$ cat config.mk
export PLATFORM = sky130hd
export DESIGN_NAME = lpcd_decoder
export DESIGN_NICKNAME = d
export VERILOG_FILES = /design/src/lpcd_pkg.sv /design/src/lpcd_bank_if.sv /design/src/lpcd_bank_track.sv /design/src/lpcd_decoder.sv
export VERILOG_INCLUDE_DIRS = /design/src
export SDC_FILE = /design/constraint.sdc
export NUM_CORES = 1
export LEC_CHECK = 0
export BUFFER_PORTS_ARGS = -buffer_cell sky130_fd_sc_hd__buf_2
export CAP_MARGIN = 25
export CORE_ASPECT_RATIO = 1.4
export CORE_MARGIN = 1.5
export CORE_UTILIZATION = 40
export DETAILED_ROUTE_END_ITERATION = 6
export GPL_ROUTABILITY_DRIVEN = 1
export GPL_TIMING_DRIVEN = 0
export PLACE_DENSITY = 0.57
export SLEW_MARGIN = 20
export SYNTH_ARGS = -nofsm -noshare
export SYNTH_HDL_FRONTEND = slang
export SYNTH_SLANG_ARGS = --single-unit
export TNS_END_PERCENT = 20
$ cat constraint.sdc
create_clock -name i_ref_clk -period 1.95 [get_ports i_ref_clk]
set_input_delay 0.2925 -clock i_ref_clk [delete_from_list [all_inputs] [get_ports i_ref_clk]]
set_output_delay 0.2925 -clock i_ref_clk [all_outputs]
set_load 0.05 [all_outputs]
$ cat src/lpcd_defs.svh
`ifndef LPCD_DEFS_SVH
`define LPCD_DEFS_SVH

// Reference clock period and timing figures in nanoseconds
`define LPCD_CLK_NS 40
`define LPCD_TRP_NS 20
`define LPCD_REFRESH_CYCLE_TIME_NS 80
`define LPCD_MODE_LOAD_DELAY_NS 20
// Least times round up to whole reference clock cycles
`define LPCD_TRP_CYC ((`LPCD_TRP_NS + `LPCD_CLK_NS - 1) / `LPCD_CLK_NS)
`define LPCD_REFRESH_CYCLE_TIME_CYC ((`LPCD_REFRESH_CYCLE_TIME_NS + `LPCD_CLK_NS - 1) / `LPCD_CLK_NS)
`define LPCD_MODE_LOAD_DELAY_CYC ((`LPCD_MODE_LOAD_DELAY_NS + `LPCD_CLK_NS - 1) / `LPCD_CLK_NS)

// Burst length in data words and in link clock edges
`define LPCD_BURST_LEN 4
`define LPCD_BURST_CK (`LPCD_BURST_LEN / 2)

// Widths
`define LPCD_ADDR_W 14
`define LPCD_DQ_W 16
`define LPCD_DM_W 2
`define LPCD_BANKS 4
`define LPCD_CNT_W 8

// Bit positions inside the synchronised pin vector
`define LPCD_P_CK 0
`define LPCD_P_CK_N 1
`define LPCD_P_CS_N 2
`define LPCD_P_RAS_N 3
`define LPCD_P_CAS_N 4
`define LPCD_P_WE_N 5
`define LPCD_P_CKE 6
`define LPCD_P_BA 7
`define LPCD_P_ADDR 9
`define LPCD_P_DM 23
`define LPCD_P_DQ 25
`define LPCD_PIN_W 41
`define LPCD_AP_BIT 10

// Reset value of the pin vector: deselected, clock enable high, clock high
`define LPCD_PIN_RST 41'h000_0000_007D

`endif

$ cat src/lpcd_pkg.sv
`default_nettype none
package lpcd_pkg;

  // Decoded command seen on one rising edge of the link clock
  typedef enum logic [3:0] {
    CMD_NONE,
    CMD_ACT,
    CMD_READ,
    CMD_WRITE,
    CMD_BST,
    CMD_PRE,
    CMD_PRE_ALL,
    CMD_AREF,
    CMD_SREF,
    CMD_DPD,
    CMD_LMR
  } lpcd_cmd_t;

  // Device wide operating mode
  typedef enum logic [1:0] {
    MD_NORMAL,
    MD_BUSY,
    MD_SELF_REF,
    MD_DEEP_PD
  } lpcd_mode_t;

endpackage : lpcd_pkg
`default_nettype wire

$ cat src/lpcd_bank_if.sv
`default_nettype none
interface lpcd_bank_if;
  logic act;
  logic [1:0] act_bank;
  logic [3:0] pre_mask;
  logic [3:0] open;
  logic [3:0] idle;

  modport ctl (output act, output act_bank, output pre_mask,
               input open, input idle);
  modport bank (input act, input act_bank, input pre_mask,
                output open, output idle);
endinterface : lpcd_bank_if
`default_nettype wire

$ cat src/lpcd_bank_track.sv
`include "lpcd_defs.svh"
`default_nettype none
module lpcd_bank_track (
  input wire logic i_ref_clk, // 25 MHz reference clock
  input wire logic i_resetn,  // Synchronous reset, active low
  lpcd_bank_if.bank bif       // Activate and precharge requests
);

  ////////////////////////////////////////////////////////////////////////
  // Per-bank row state: idle, row open, or precharging
  genvar g;
  generate
    for (g = 0; g < `LPCD_BANKS; g++) begin : g_bank
      logic [`LPCD_CNT_W-1:0] cnt_q;
      // Precharging is the state where neither open nor idle is set
      always_ff @(posedge i_ref_clk) begin
        if (!i_resetn) begin
          bif.open[g] <= 1'b0;
          bif.idle[g] <= 1'b1;
          cnt_q <= 8'h00;
        end else if (bif.pre_mask[g] && !bif.idle[g]) begin
          bif.open[g] <= 1'b0;
          bif.idle[g] <= 1'b0;
          cnt_q <= `LPCD_CNT_W'(`LPCD_TRP_CYC);
        end else if (bif.act && bif.act_bank == 2'(g) && bif.idle[g]) begin
          // Activate only counts on an idle bank
          bif.open[g] <= 1'b1;
          bif.idle[g] <= 1'b0;
        end else if (!bif.open[g] && !bif.idle[g]) begin
          if (cnt_q <= 8'h01) begin
            bif.idle[g] <= 1'b1;
            cnt_q <= 8'h00;
          end else begin
            cnt_q <= cnt_q - 8'h01;
          end
        end
      end
    end
  endgenerate

endmodule : lpcd_bank_track
`default_nettype wire

$ cat src/lpcd_decoder.sv
`include "lpcd_defs.svh"
`default_nettype none
module lpcd_decoder (
  input wire logic i_ref_clk,                       // 25 MHz clock
  input wire logic i_resetn,                        // Sync reset, low
  input wire logic i_ck,                            // Link clock, true
  input wire logic i_ck_n,                          // Link clock, compl.
  input wire logic i_cs_n,                          // Select, low
  input wire logic i_ras_n,                         // Row strobe, low
  input wire logic i_cas_n,                         // Column strobe, low
  input wire logic i_we_n,                          // Write strobe, low
  input wire logic i_cke,                           // Clock enable
  input wire logic [1:0] i_bank_select_lines,       // Bank select
  input wire logic [`LPCD_ADDR_W-1:0] i_addr,       // Address lines
  input wire logic [`LPCD_DM_W-1:0] i_byte_write_mask, // Mask, high skips
  input wire logic [`LPCD_DQ_W-1:0] i_dq,           // Write data
  output var lpcd_pkg::lpcd_cmd_t o_cmd,            // Last command
  output logic o_cmd_valid,                         // Command pulse
  output logic [1:0] o_bank,                        // Command bank
  output logic [`LPCD_ADDR_W-1:0] o_addr,           // Row, column, op-code
  output logic o_auto_precharge,                    // Access auto-precharge
  output logic [3:0] o_bank_open,                   // Row open per bank
  output logic [3:0] o_bank_idle,                   // Idle per bank
  output logic o_rd_active,                         // Read burst running
  output logic o_rd_trunc,                          // Read cut short pulse
  output logic o_wr_valid,                          // Write word pulse
  output logic [`LPCD_DQ_W-1:0] o_wr_data,          // Write word
  output logic [`LPCD_DM_W-1:0] o_wr_byte_en,       // Bytes to store
  output logic o_self_refresh,                      // In self-refresh
  output logic o_deep_power_down,                   // In deep power-down
  output logic o_array_powered,                     // Array has power
  output logic o_busy,                              // Refresh/mode/pre-all
  output logic [`LPCD_ADDR_W-1:0] o_refresh_row     // Internal refresh row
);

  ////////////////////////////////////////////////////////////////////////
  // Pin synchronisers: three stages, a change counts once two agree
  logic [`LPCD_PIN_W-1:0] pin_raw;
  logic [`LPCD_PIN_W-1:0] s1_q;
  logic [`LPCD_PIN_W-1:0] s2_q;
  logic [`LPCD_PIN_W-1:0] s3_q;
  logic [`LPCD_PIN_W-1:0] lvl_q;

  assign pin_raw = {i_dq, i_byte_write_mask, i_addr, i_bank_select_lines,
                    i_cke, i_we_n, i_cas_n, i_ras_n, i_cs_n, i_ck_n, i_ck};

  // Shift chain; the first stage feeds only the second
  always_ff @(posedge i_ref_clk) begin
    if (!i_resetn) begin
      s1_q <= `LPCD_PIN_RST;
      s2_q <= `LPCD_PIN_RST;
      s3_q <= `LPCD_PIN_RST;
    end else begin
      s1_q <= pin_raw;
      s2_q <= s1_q;
      s3_q <= s2_q;
    end
  end

  // Accepted level per pin; a single odd sample is filtered out
  genvar g;
  generate
    for (g = 0; g < `LPCD_PIN_W; g++) begin : g_filt
      always_ff @(posedge i_ref_clk) begin
        if (!i_resetn) begin
          lvl_q[g] <= 1'(`LPCD_PIN_RST >> g);
        end else if (s2_q[g] == s3_q[g]) begin
          lvl_q[g] <= s3_q[g];
        end
      end
    end
  endgenerate

  ////////////////////////////////////////////////////////////////////////
  // Named views of the filtered pins
  logic cs_n;
  logic ras_n;
  logic cas_n;
  logic we_n;
  logic cke;
  logic [1:0] ba;
  logic [`LPCD_ADDR_W-1:0] addr;
  logic [`LPCD_DM_W-1:0] dm;
  logic [`LPCD_DQ_W-1:0] dq;
  logic ck_hi;

  assign cs_n = lvl_q[`LPCD_P_CS_N];
  assign ras_n = lvl_q[`LPCD_P_RAS_N];
  assign cas_n = lvl_q[`LPCD_P_CAS_N];
  assign we_n = lvl_q[`LPCD_P_WE_N];
  assign cke = lvl_q[`LPCD_P_CKE];
  assign ba = lvl_q[`LPCD_P_BA +: 2];
  assign addr = lvl_q[`LPCD_P_ADDR +: `LPCD_ADDR_W];
  assign dm = lvl_q[`LPCD_P_DM +: `LPCD_DM_W];
  assign dq = lvl_q[`LPCD_P_DQ +: `LPCD_DQ_W];
  // Positive edge is true clock high with complement low
  assign ck_hi = lvl_q[`LPCD_P_CK] & ~lvl_q[`LPCD_P_CK_N];

  ////////////////////////////////////////////////////////////////////////
  // Link clock edge finder and clock enable history
  logic ck_hi_q;
  logic ck_rise;
  logic cke_prev_q;

  assign ck_rise = ck_hi & ~ck_hi_q;

  // Previous clock enable is the value seen on the last rising edge
  always_ff @(posedge i_ref_clk) begin
    if (!i_resetn) begin
      ck_hi_q <= 1'b1;
      cke_prev_q <= 1'b1;
    end else begin
      ck_hi_q <= ck_hi;
      if (ck_rise) begin
        cke_prev_q <= cke;
      end
    end
  end

  ////////////////////////////////////////////////////////////////////////
  // Command decode
  lpcd_pkg::lpcd_mode_t mode_q;
  lpcd_pkg::lpcd_cmd_t cmd_d;
  logic run;
  logic enter;

  // Commands run with clock enable high on both edges; low now means entry
  assign run = cke & cke_prev_q;
  assign enter = ~cke & cke_prev_q;

  // Busy, self-refresh and deep power-down take no command at all
  always_comb begin
    cmd_d = lpcd_pkg::CMD_NONE;
    if (ck_rise && !cs_n && mode_q == lpcd_pkg::MD_NORMAL) begin
      unique case ({ras_n, cas_n, we_n})
        3'b111: cmd_d = lpcd_pkg::CMD_NONE;
        3'b011: if (run) cmd_d = lpcd_pkg::CMD_ACT;
        3'b101: if (run) cmd_d = lpcd_pkg::CMD_READ;
        3'b100: if (run) cmd_d = lpcd_pkg::CMD_WRITE;
        3'b110: begin
          if (run) cmd_d = lpcd_pkg::CMD_BST;
          else if (enter) cmd_d = lpcd_pkg::CMD_DPD;
        end
        3'b010: begin
          if (run) begin
            cmd_d = addr[`LPCD_AP_BIT] ? lpcd_pkg::CMD_PRE_ALL
                                       : lpcd_pkg::CMD_PRE;
          end
        end
        3'b001: begin
          if (run) cmd_d = lpcd_pkg::CMD_AREF;
          else if (enter) cmd_d = lpcd_pkg::CMD_SREF;
        end
        3'b000: if (run) cmd_d = lpcd_pkg::CMD_LMR;
      endcase
    end
  end

  // Command report; address is row, column or op-code per command
  always_ff @(posedge i_ref_clk) begin
    if (!i_resetn) begin
      o_cmd <= lpcd_pkg::CMD_NONE;
      o_cmd_valid <= 1'b0;
      o_bank <= 2'h0;
      o_addr <= 14'h0000;
      o_auto_precharge <= 1'b0;
    end else begin
      o_cmd_valid <= (cmd_d != lpcd_pkg::CMD_NONE);
      if (cmd_d != lpcd_pkg::CMD_NONE) begin
        o_cmd <= cmd_d;
        o_bank <= ba;
        o_addr <= addr;
        o_auto_precharge <= (cmd_d == lpcd_pkg::CMD_READ ||
                             cmd_d == lpcd_pkg::CMD_WRITE) &&
                            addr[`LPCD_AP_BIT];
      end
    end
  end

  ////////////////////////////////////////////////////////////////////////
  // Read and write burst tracking, counted in link clock edges
  logic [2:0] rd_cnt_q;
  logic [1:0] rd_bank_q;
  logic rd_ap_q;
  logic [2:0] wr_cnt_q;
  logic [1:0] wr_bank_q;
  logic wr_ap_q;
  logic rd_end;
  logic wr_end;

  assign rd_end = ck_rise && rd_cnt_q == 3'h1 &&
                  cmd_d != lpcd_pkg::CMD_READ && cmd_d != lpcd_pkg::CMD_BST;
  assign wr_end = ck_rise && wr_cnt_q == 3'h1 &&
                  cmd_d != lpcd_pkg::CMD_WRITE && cmd_d != lpcd_pkg::CMD_READ;

  // A new read restarts the burst; terminate cuts the latest read
  always_ff @(posedge i_ref_clk) begin
    if (!i_resetn) begin
      rd_cnt_q <= 3'h0;
      rd_bank_q <= 2'h0;
      rd_ap_q <= 1'b0;
      o_rd_trunc <= 1'b0;
    end else begin
      o_rd_trunc <= 1'b0;
      if (cmd_d == lpcd_pkg::CMD_READ) begin
        rd_cnt_q <= 3'(`LPCD_BURST_CK);
        rd_bank_q <= ba;
        rd_ap_q <= addr[`LPCD_AP_BIT];
      end else if (cmd_d == lpcd_pkg::CMD_BST) begin
        // Whatever its bank; the row is left open
        rd_cnt_q <= 3'h0;
        o_rd_trunc <= (rd_cnt_q != 3'h0);
      end else if (ck_rise && rd_cnt_q != 3'h0) begin
        rd_cnt_q <= rd_cnt_q - 3'h1;
      end
    end
  end

  // A read also cuts a running write short
  always_ff @(posedge i_ref_clk) begin
    if (!i_resetn) begin
      wr_cnt_q <= 3'h0;
      wr_bank_q <= 2'h0;
      wr_ap_q <= 1'b0;
    end else if (cmd_d == lpcd_pkg::CMD_WRITE) begin
      wr_cnt_q <= 3'(`LPCD_BURST_CK);
      wr_bank_q <= ba;
      wr_ap_q <= addr[`LPCD_AP_BIT];
    end else if (cmd_d == lpcd_pkg::CMD_READ) begin
      wr_cnt_q <= 3'h0;
    end else if (ck_rise && wr_cnt_q != 3'h0) begin
      wr_cnt_q <= wr_cnt_q - 3'h1;
    end
  end

  // One data word per edge after the write; mask high drops the byte
  always_ff @(posedge i_ref_clk) begin
    if (!i_resetn) begin
      o_wr_valid <= 1'b0;
      o_wr_data <= 16'h0000;
      o_wr_byte_en <= 2'h0;
      o_rd_active <= 1'b0;
    end else begin
      o_wr_valid <= ck_rise && wr_cnt_q != 3'h0;
      if (ck_rise && wr_cnt_q != 3'h0) begin
        o_wr_data <= dq;
        o_wr_byte_en <= ~dm;
      end
      o_rd_active <= (rd_cnt_q != 3'h0);
    end
  end

  ////////////////////////////////////////////////////////////////////////
  // Bank tracker requests
  lpcd_bank_if bif ();

  // Auto-precharge fires as the burst ends; plain access keeps the row
  always_ff @(posedge i_ref_clk) begin
    if (!i_resetn) begin
      bif.act <= 1'b0;
      bif.act_bank <= 2'h0;
      bif.pre_mask <= 4'h0;
    end else begin
      bif.act <= (cmd_d == lpcd_pkg::CMD_ACT);
      bif.act_bank <= ba;
      bif.pre_mask <= ({4{cmd_d == lpcd_pkg::CMD_PRE_ALL ||
                          cmd_d == lpcd_pkg::CMD_DPD}})
                    | ({4{cmd_d == lpcd_pkg::CMD_PRE}} & (4'h1 << ba))
                    | ({4{rd_end && rd_ap_q}} & (4'h1 << rd_bank_q))
                    | ({4{wr_end && wr_ap_q}} & (4'h1 << wr_bank_q));
    end
  end

  lpcd_bank_track u_bank (
    .i_ref_clk (i_ref_clk),
    .i_resetn (i_resetn),
    .bif (bif.bank)
  );

  assign o_bank_open = bif.open;
  assign o_bank_idle = bif.idle;

  ////////////////////////////////////////////////////////////////////////
  // Device mode: busy windows, self-refresh and deep power-down
  logic [`LPCD_CNT_W-1:0] busy_cnt_q;

  // Clock enable exit is seen on the reference clock: the link may stop
  always_ff @(posedge i_ref_clk) begin
    if (!i_resetn) begin
      mode_q <= lpcd_pkg::MD_NORMAL;
      busy_cnt_q <= 8'h00;
      o_refresh_row <= 14'h0000;
    end else begin
      unique case (mode_q)
        lpcd_pkg::MD_NORMAL: begin
          if (cmd_d == lpcd_pkg::CMD_AREF) begin
            mode_q <= lpcd_pkg::MD_BUSY;
            busy_cnt_q <= `LPCD_CNT_W'(`LPCD_REFRESH_CYCLE_TIME_CYC);
            o_refresh_row <= o_refresh_row + 14'h0001;
          end else if (cmd_d == lpcd_pkg::CMD_LMR) begin
            mode_q <= lpcd_pkg::MD_BUSY;
            busy_cnt_q <= `LPCD_CNT_W'(`LPCD_MODE_LOAD_DELAY_CYC);
          end else if (cmd_d == lpcd_pkg::CMD_PRE_ALL) begin
            mode_q <= lpcd_pkg::MD_BUSY;
            busy_cnt_q <= `LPCD_CNT_W'(`LPCD_TRP_CYC);
          end else if (cmd_d == lpcd_pkg::CMD_SREF) begin
            mode_q <= lpcd_pkg::MD_SELF_REF;
            busy_cnt_q <= `LPCD_CNT_W'(`LPCD_REFRESH_CYCLE_TIME_CYC);
          end else if (cmd_d == lpcd_pkg::CMD_DPD) begin
            mode_q <= lpcd_pkg::MD_DEEP_PD;
          end
        end
        lpcd_pkg::MD_BUSY: begin
          if (busy_cnt_q <= 8'h01) begin
            mode_q <= lpcd_pkg::MD_NORMAL;
            busy_cnt_q <= 8'h00;
          end else begin
            busy_cnt_q <= busy_cnt_q - 8'h01;
          end
        end
        lpcd_pkg::MD_SELF_REF: begin
          // Rows advance internally; only clock enable is watched
          if (cke) begin
            mode_q <= lpcd_pkg::MD_NORMAL;
          end else if (busy_cnt_q <= 8'h01) begin
            busy_cnt_q <= `LPCD_CNT_W'(`LPCD_REFRESH_CYCLE_TIME_CYC);
            o_refresh_row <= o_refresh_row + 14'h0001;
          end else begin
            busy_cnt_q <= busy_cnt_q - 8'h01;
          end
        end
        lpcd_pkg::MD_DEEP_PD: begin
          if (cke) begin
            mode_q <= lpcd_pkg::MD_NORMAL;
          end
        end
      endcase
    end
  end

  // Mode flags; array power drops in deep power-down, contents lost
  always_ff @(posedge i_ref_clk) begin
    if (!i_resetn) begin
      o_busy <= 1'b0;
      o_self_refresh <= 1'b0;
      o_deep_power_down <= 1'b0;
      o_array_powered <= 1'b1;
    end else begin
      o_busy <= (mode_q == lpcd_pkg::MD_BUSY);
      o_self_refresh <= (mode_q == lpcd_pkg::MD_SELF_REF);
      o_deep_power_down <= (mode_q == lpcd_pkg::MD_DEEP_PD);
      o_array_powered <= (mode_q != lpcd_pkg::MD_DEEP_PD);
    end
  end

endmodule : lpcd_decoder
`default_nettype wire

==> results of run 1 <==
synth_stat cells, drive strengths merged, types with 16 or more instances:
cell type,n
a21oi,115
and2,111
buf,16
clkbuf,35
dfxtp,296
ha,22
inv,31
nand2,147
nand2b,28
nand3,21
nor2,85
nor3,24
o21ai,70
xnor2,24
through the flow:
| stage | area [sq um] | setup slack (ps) |
|---|---|---|
| after floorplan | 11000 | -12.6 |
| after global placement | 12000 | -419 |
| after detailed placement | 12000 | -378 |
| after CTS | 14000 | -76.6 |
| after global routing | 14200 | -131 |
| final | 14200 | -90.4 |
cells by family after synthesis:
kind of cell	synth area share
adders and majority gates	0.0251
and+or+nand+nor	0.230
DFF	0.540
buffers and inverters	0.0332
muxes	0.00365
xor gates and xnor gates	0.0272
AOI/OAI and AO/OA	0.140
flip-flops by register name, indices dropped and copies added (netlist names), 8 cells and up:
name                 flops
busy_cnt_q               8
s1_q                    41
o_refresh_row           14
dq                      16
s3_q                    41
o_wr_data               16
s2_q                    41
u_bank.g_bank.cnt_q     32
o_addr                  14
addr                    14
worst register-to-register path, stage by stage (launching register included):
cell      delay [ps]
dfxtp_4          360
buf_6            120
nand4b_1         210
nor4_4           200
o211ai_1         240
buf_4            210
a211oi_4         340
a21o_1           180
a21oi_2           40
final cells by class:
| cell class | count | area (sq um) |
|---|---|---|
| fillers | 2519 | 12800 |
| flip-flops and latches | 296 | 5950 |
| multi-input cells | 791 | 5010 |
| repair buffers | 195 | 1300 |
| clock buffers | 39 | 843 |
| well taps | 365 | 457 |
| plain buffers | 51 | 309 |
| clock inverters | 14 | 169 |
| inverters | 32 | 123 |
cells in the final DEF, fill, tap and decap left out, types with 18 or more instances in the layout:
cell type	n
a21oi_1	110
nand3_1	18
clkbuf_16	29
ha_1	19
buf_4	43
nand2b_1	26
o21ai_0	66
dfxtp_1	283
clkbuf_1	34
inv_1	29
nor3_1	19
nor2_1	81
and2_1	111
dlygate4sd3_1	41
nand2_1	146
xnor2_1	24
buf_2	114
timing repair:
item | in CTS | in global routing
endpoints found under the hold margin | 41 | 0
endpoints found under the setup margin | 83 | 86
setup buffers | 32 | 9
hold buffers | 41 | 0
resized for setup | 74 | 25
pin swaps | 38 | 9
cloned | 1 | 1
power breakdown:
group          total, W  internal, W  switching, W  leakage (nW)
Clock           0.00576      0.00344       0.00233         0.486
Combinational   0.00137     0.000591      0.000776          2.55
Sequential      0.00629      0.00620     0.0000874          2.41
routing by layer:
metal,vias to the layer above,global-route usage,share of wire
met3,53,0.0311,0.036
met4,2,0.0683,0.029
met5,-,0,0.00043
li1,4395,-,-
met2,143,0.343,0.53
met1,3983,0.194,0.41
final timing paths:
check                     end  cells past startpoint      from  slack [ps]
max          o_refresh_row[6]                      8  lvl_q[1]         -90
min             busy_cnt_q[1]                      3  i_resetn         160
max reg2reg  o_refresh_row[6]                      8  lvl_q[1]         -90
min reg2reg           s2_q[4]                      1   s1_q[4]         410
==> impl_metrics.tcl, run 1 <==
set metrics [dict create \
    path_max_fanout 5 \
    synth_top_area_cell "dfxtp_1" \
    tns_ps -858 \
    violations "negative setup slack" \
    arrival_ps 2460 \
    crit_path_end_kind "register" \
    fin_skew_ps 10.7 \
    syn_nets 1235 \
    period_minus_slack_ps 2040 \
    route.vias.total 8576 \
    fin_ws_ps -90.4 \
    cts_tree "built" \
    crit_path_cell_trace "buf_6, nand4b_1, nor4_4, o211ai_1, buf_4, a211oi_4, a21o_1, a21oi_2" \
    hp-class "in2reg" \
    synth_cell_types 70 \
    grt_pass1_wl_mm 41.4 \
    root_buffer "clkbuf_16" \
    finalCritPeriodShare 1.05 \
    htree_levels 1 \
    crit_type "reg2reg" \
    powerDensity_nw_per_um2 948 \
    final_core_util 0.526 \
    status "finished, violations left" \
    async_flop_share 0 \
    stdcell_count 1783 \
    die_w_um 143 \
    core-area_sq_um 26900 \
    start_util 0.407 \
    synthTopCellsByArea "dfxtp_1 (54%), and2_1 (6.3%), a21oi_1 (5.2%)" \
    dieArea_sq_um 28400 \
    final_antenna_net_count 0 \
    areaGrowthSynthToFinish_pct 29.2 \
    critPathMaxStageDelay_ps 360 \
    antenna_found_initial 1 \
    hold_violations 0 \
    drv_cap 0 \
    synth_seq_area_share 0.540 \
    cts.sinks 296 \
    drt_iter0_drc 293 \
    clk_pin_slew_ps 70 \
    rsz0062_at_grt "yes" \
    ys_warn_count 0 \
    insertion_delay_ps 550 \
    antennaDiodeCount 0 \
    whs_ps 160 \
    io_pins 112 \
    clockBufferDepth 3 \
    cts_buffers 29 \
    gr-usage-all-layers 0.180 \
    critical_path.slowest_cell "dfxtp_4" \
    critPathBufInv 2 \
    synthCells 1170 \
    fin_nets 1461 \
    routedWlPerCell_um 14.3 \
    grt_pass1_vias 8491 \
    critical-path-top-delay-family "compound AO/OA/AOI/OAI gates" \
    vias_per_cell 4.81 \
    netlist_area_sq_um 11000 \
    firstDrtPassIters 5 \
    slew_headroom 0.473 \
    drc_errors 0 \
    place_congestion 0.885 \
    ys.flop_type "dfxtp_1" \
    finalPower_w 0.0134 \
    startpoint_type "register" \
    required_ps 2370 \
    portBuffers 111 \
    leakage_nw 5.44 \
    drv_slew 0 \
    synth-seq-cells 296 \
    timing.fmax_ghz 0.490 \
    synth_edf_count 0 \
    dpl.hpwl_mm 17.5 \
    grt_max_degree 16 \
    ir_drop_mv 0.607 \
    placed_cells 1646 \
    num_rows 71 \
    syn_area_per_cell_sq_um 9.37 \
    synth_top_area_frac 0.540 \
    layout-drive-gt1-share 0.216 \
    tightest_slew_ps 790 \
    wirelength_mm 25.4 \
    dieHeight_um 199 \
    setup_viol 22 \
    grt_overflow_total 0 \
]
(Power assumes the default switching activity.)
==> inputs of run 2 (changes only) <==
- SKIP_CTS_REPAIR_TIMING: not set -> 1
==> impl_metrics.tcl, run 2 (synthesized netlist as in run 1, its figures left out) <==
set metrics [dict create \
    p_comb_frac 0.096 \
    ir_drop_mv 0.613 \
    final_area_sq_um 14100 \
    required_ps 2360 \
    path_max_fanout 8 \
    rsz0062_at_grt "yes" \
    layout-drive-gt1-share 0.206 \
    hold_violations 0 \
    drv_cap 0 \
    dieHeight_um 199 \
    portBuffers 111 \
    slew_headroom 0.464 \
    antenna_found_initial 1 \
    timing.fmax_ghz 0.456 \
    wirelength_mm 25.0 \
    drt_iter0_drc 315 \
    hp-class "in2reg" \
    final_common_cell "dfxtp_1" \
    p_sw_frac 0.237 \
    drv_slew 0 \
    r2r_cells 8 \
    place_congestion 0.885 \
    finalCritPeriodShare 1.12 \
    cts.sinks 296 \
    root_buffer "clkbuf_16" \
    setup_viol 39 \
    grt_pass1_vias 7912 \
    period_minus_slack_ps 2190 \
    antennaDiodeCount 0 \
    violations "negative setup slack" \
    start_util 0.407 \
    leakage_nw 5.38 \
    htree_levels 1 \
    layout_common_cells "dfxtp_1 (283), nand2_1 (145), buf_2 (112)" \
    drc_errors 0 \
    dpl_cell_area_sq_um 12000 \
    whs_path_depth 3 \
    vias_per_cell 4.80 \
    firstDrtPassIters 4 \
    die_w_um 143 \
    fin_nets 1448 \
    startpoint_type "register" \
    finalPower_w 0.0133 \
    power.switching_w 0.00317 \
    routedWlPerCell_um 14.1 \
    seqPwrFrac 0.472 \
    arrival_ps 2600 \
    fin_ws_ps -243 \
    powerDensity_nw_per_um2 948 \
    crit_type "reg2reg" \
    stdcell_count 1770 \
    num_rows 71 \
    fill_cells 2523 \
    fin_skew_ps 10.5 \
    largestRegisters "s1_q: 41 flops, s2_q: 41 flops, s3_q: 41 flops" \
    cts_buffers 29 \
    p_int_w 0.0102 \
    io_pins 112 \
    route.vias.total 8495 \
    gr-usage-all-layers 0.172 \
    placed_cells 1646 \
    insertion_delay_ps 550 \
    grt_max_degree 16 \
    dieArea_sq_um 28400 \
    dpl.hpwl_mm 17.5 \
    status "finished, violations left" \
    dp_slack_ps -378 \
    clockBufferDepth 3 \
    tightest_slew_ps 804 \
    grt_pass1_wl_mm 39.5 \
    grt_overflow_total 0 \
    clk_pin_slew_ps 60 \
    tns_ps -3550 \
    areaGrowthSynthToFinish_pct 28.3 \
    crit_path_end_kind "register" \
    final_antenna_net_count 0 \
    core-area_sq_um 26900 \
    r2r_setup_slack_ps -240 \
    clkPwrFrac 0.432 \
    cts_tree "built" \
]
==> run 2: cell types whose count changed in the layout (fill, tap and decap cells not counted), moves of 2 or more <==
cell      previous run  this run
clkbuf_1            34        36
buf_6               10        12
buf_2              114       112
a21oi_1            110       108
a21oi_2              2         4
buf_4               43        29
or3b_4               2         0
==> run 2: area by class of cell <==
| type | count | area [sq um] | area share |
|---|---|---|---|
| buffer | 51 | 303 | 0.0215 |
| timing repair buffer | 182 | 1220 | 0.0870 |
| inverter | 32 | 125 | 0.00889 |
| clock inverter | 14 | 169 | 0.0120 |
| multi-input combinational | 791 | 4990 | 0.355 |
| sequential | 296 | 5950 | 0.423 |
| clock buffer | 39 | 843 | 0.0599 |
| tap | 365 | 457 | 0.0325 |
==> run 2: critical path, stage by stage, from the launching register on <==
cell and delay [ps]:
dfxtp_1 360, or3b_1 400, buf_6 160, a311oi_4 380
buf_4 200, nand3_4 120, nor2_4 200, buf_4 140
o221ai_2 100
==> run 2: worst paths after layout <==
kind,endpoint,startpoint
worst min register to register,s2_q[4],s1_q[4]
worst min-delay path,busy_cnt_q[1],i_resetn
worst max-delay path,bif.pre_mask[0],ck_hi_q
worst max register to register,bif.pre_mask[0],ck_hi_q
==> run 2: power by group through the flow <==
stage | Clock [W] | Combinational, W | Sequential, W
3_5_place_dp | 0 | 0.000972 | 0.00642
6_report | 0.00576 | 0.00128 | 0.00630
5_1_grt | 0.00616 | 0.00140 | 0.00631
4_1_cts | 0.00590 | 0.000977 | 0.00629
3_3_place_gp | 0 | 0.000962 | 0.00642
2_1_floorplan | 0 | 0.000641 | 0.00648
==> run 2: through the flow <==
step,util,hold slack (ps)
after floorplan,-,386
after global placement,0.446,392
after detailed placement,0.446,395
after CTS,0.483,-85.2
after global routing,0.523,164
final,0.523,162
==> run 2: per-layer routing <==
metal  global-route usage  vias to the layer above  wire, um
met5                    0                        -        11
met4               0.0577                        2       666
met3               0.0294                       52       935
met2                0.324                      149     13200
met1                0.192                     3926     10200
li1                     -                     4366         -
==> inputs of run 3 (changes only) <==
- clock period: 1.95 -> 1.9 ns (I/O delays scaled with it)
==> impl_metrics.tcl, run 3 (synthesized netlist as in run 1, its figures left out) <==
set metrics [dict create \
    status "finished, violations left" \
    violations "negative setup slack" \
    layout-drive-gt1-share 0.222 \
    firstDrtPassIters 4 \
    hold_violations 0 \
    grt_overflow_total 0 \
    ir_drop_mv 0.590 \
    final_antenna_net_count 0 \
    areaGrowthSynthToFinish_pct 29.7 \
    drv_cap 0 \
    dp_slack_ps -453 \
    crit_type "reg2reg" \
    route.vias.total 8509 \
    place_congestion 0.872 \
    critPathBufInv 2 \
    wirelength_mm 25.2 \
    critical-path-top-delay-family "simple AND/OR/NAND/NOR gates" \
    powerDensity_nw_per_um2 942 \
    tightest_slew_ps 791 \
    r2r_cells 8 \
    rsz0062_at_grt "yes" \
    crit_path_end_kind "register" \
    antenna_found_initial 1 \
    whs_ps 173 \
    hp-class "in2reg" \
    gr-usage-all-layers 0.168 \
    io_pins 112 \
    routedWlPerCell_um 14.2 \
    fin_nets 1458 \
    final_area_sq_um 14200 \
    finalPower_w 0.0134 \
    drc_errors 0 \
    grt_pass1_vias 7733 \
    clockBufferDepth 3 \
    vias_per_cell 4.79 \
    r2r_setup_slack_ps -160 \
    start_util 0.407 \
    slew_headroom 0.472 \
    period_minus_slack_ps 2060 \
    final_common_cell "dfxtp_1" \
    fin_skew_ps 16.0 \
    reg2reg_to "rd_bank_q[0]" \
    num_rows 71 \
    dieHeight_um 199 \
    core-area_sq_um 26900 \
    leakage_nw 5.46 \
    cp_common_cell "buf_6" \
    setup_viol 44 \
    tns_ps -2940 \
    path_max_fanout 7 \
    reg2reg_from "lvl_q[1]" \
    root_buffer "clkbuf_16" \
    dieArea_sq_um 28400 \
    cts.sinks 296 \
    drt_iter0_drc 279 \
    antennaDiodeCount 0 \
    timing.fmax_ghz 0.484 \
    required_ps 2310 \
    htree_levels 1 \
    arrival_ps 2470 \
    grt_max_degree 15 \
    die_w_um 143 \
    cts_buffers 28 \
    critPathMaxStageDelay_ps 360 \
    insertion_delay_ps 540 \
    largestRegisters "s1_q: 41 flops, s2_q: 41 flops, s3_q: 41 flops" \
    clk_pin_slew_ps 60 \
    finalCritPeriodShare 1.09 \
    portBuffers 111 \
    critical_path.slowest_cell "dfxtp_4" \
    cts_tree "built" \
    startpoint "lvl_q[1]" \
    grt_pass1_wl_mm 38.3 \
    startpoint_type "register" \
    crit_path_cell_trace "or3b_1, buf_6, a311oi_4, buf_6, nand3_4, nor2_4, mux2i_1, nor2_1" \
    crit_cells 8 \
    endpoint "rd_bank_q[0]" \
    layout_common_cells "dfxtp_1 (281), nand2_1 (142), buf_2 (113)" \
    fin_ws_ps -164 \
    dpl.hpwl_mm 17.4 \
    drv_slew 0 \
    dpl_cell_area_sq_um 12000 \
]
==> run 3: cell types whose count changed in the layout (fill, tap and decap cells not counted), moves of 4 or more <==
cell and change:
clkinvlp_4 -4, buf_6 +4, clkbuf_1 +4, clkbuf_8 -4
a21oi_2 +6, a21oi_1 -7, buf_4 +8
==> run 3: cell type report <==
type                       instances  area, sq um
fill                            2519        12700
sequential                       296         5960
multi-input combinational        791         5110
timing repair buffer             194         1320
clock buffer                      43          818
tap                              365          457
buffer                            50          317
inverter                          32          125
clock inverter                     6          108
==> run 3: per-layer routing <==
layer | vias up | part of all wire | global-route usage
met5 | - | 0.00052 | 0
met4 | 2 | 0.031 | 0.0577
met3 | 64 | 0.034 | 0.0243
met2 | 150 | 0.52 | 0.319
met1 | 3898 | 0.41 | 0.188
li1 | 4395 | - | -
==> run 3: worst min path at each step <==
| stage | startpoint | endpoint | slack (ps) | depth (start not counted) |
|---|---|---|---|---|
| after global routing | i_resetn | busy_cnt_q[1] | 160 | 3 |
| final | i_resetn | busy_cnt_q[1] | 170 | 3 |
| after global placement | s1_q[2] | s2_q[2] | 390 | 1 |
| after floorplan | s1_q[0] | s2_q[0] | 390 | 1 |
| after detailed placement | s1_q[5] | s2_q[5] | 390 | 1 |
| after CTS | i_ras_n | s1_q[3] | -90 | 2 |
==> run 3: report_power, final <==
part           switching (W)  internal (W)
Combinational       0.000769      0.000548
Sequential          0.000100       0.00636
Clock                0.00226       0.00335
==> run 3: tightest hold or removal path, cell delays in order <==
cell      delay, ps
buf_2           130
clkinv_1        150
o41ai_1         100
==> run 3: metrics by stage <==
step | cells | util
detailed placement | 1646 | 0.446
global placement | 1646 | 0.446
CTS | 1695 | 0.481
global route | 1777 | 0.528
floorplan | 1170 | -
finish | 1777 | 0.528
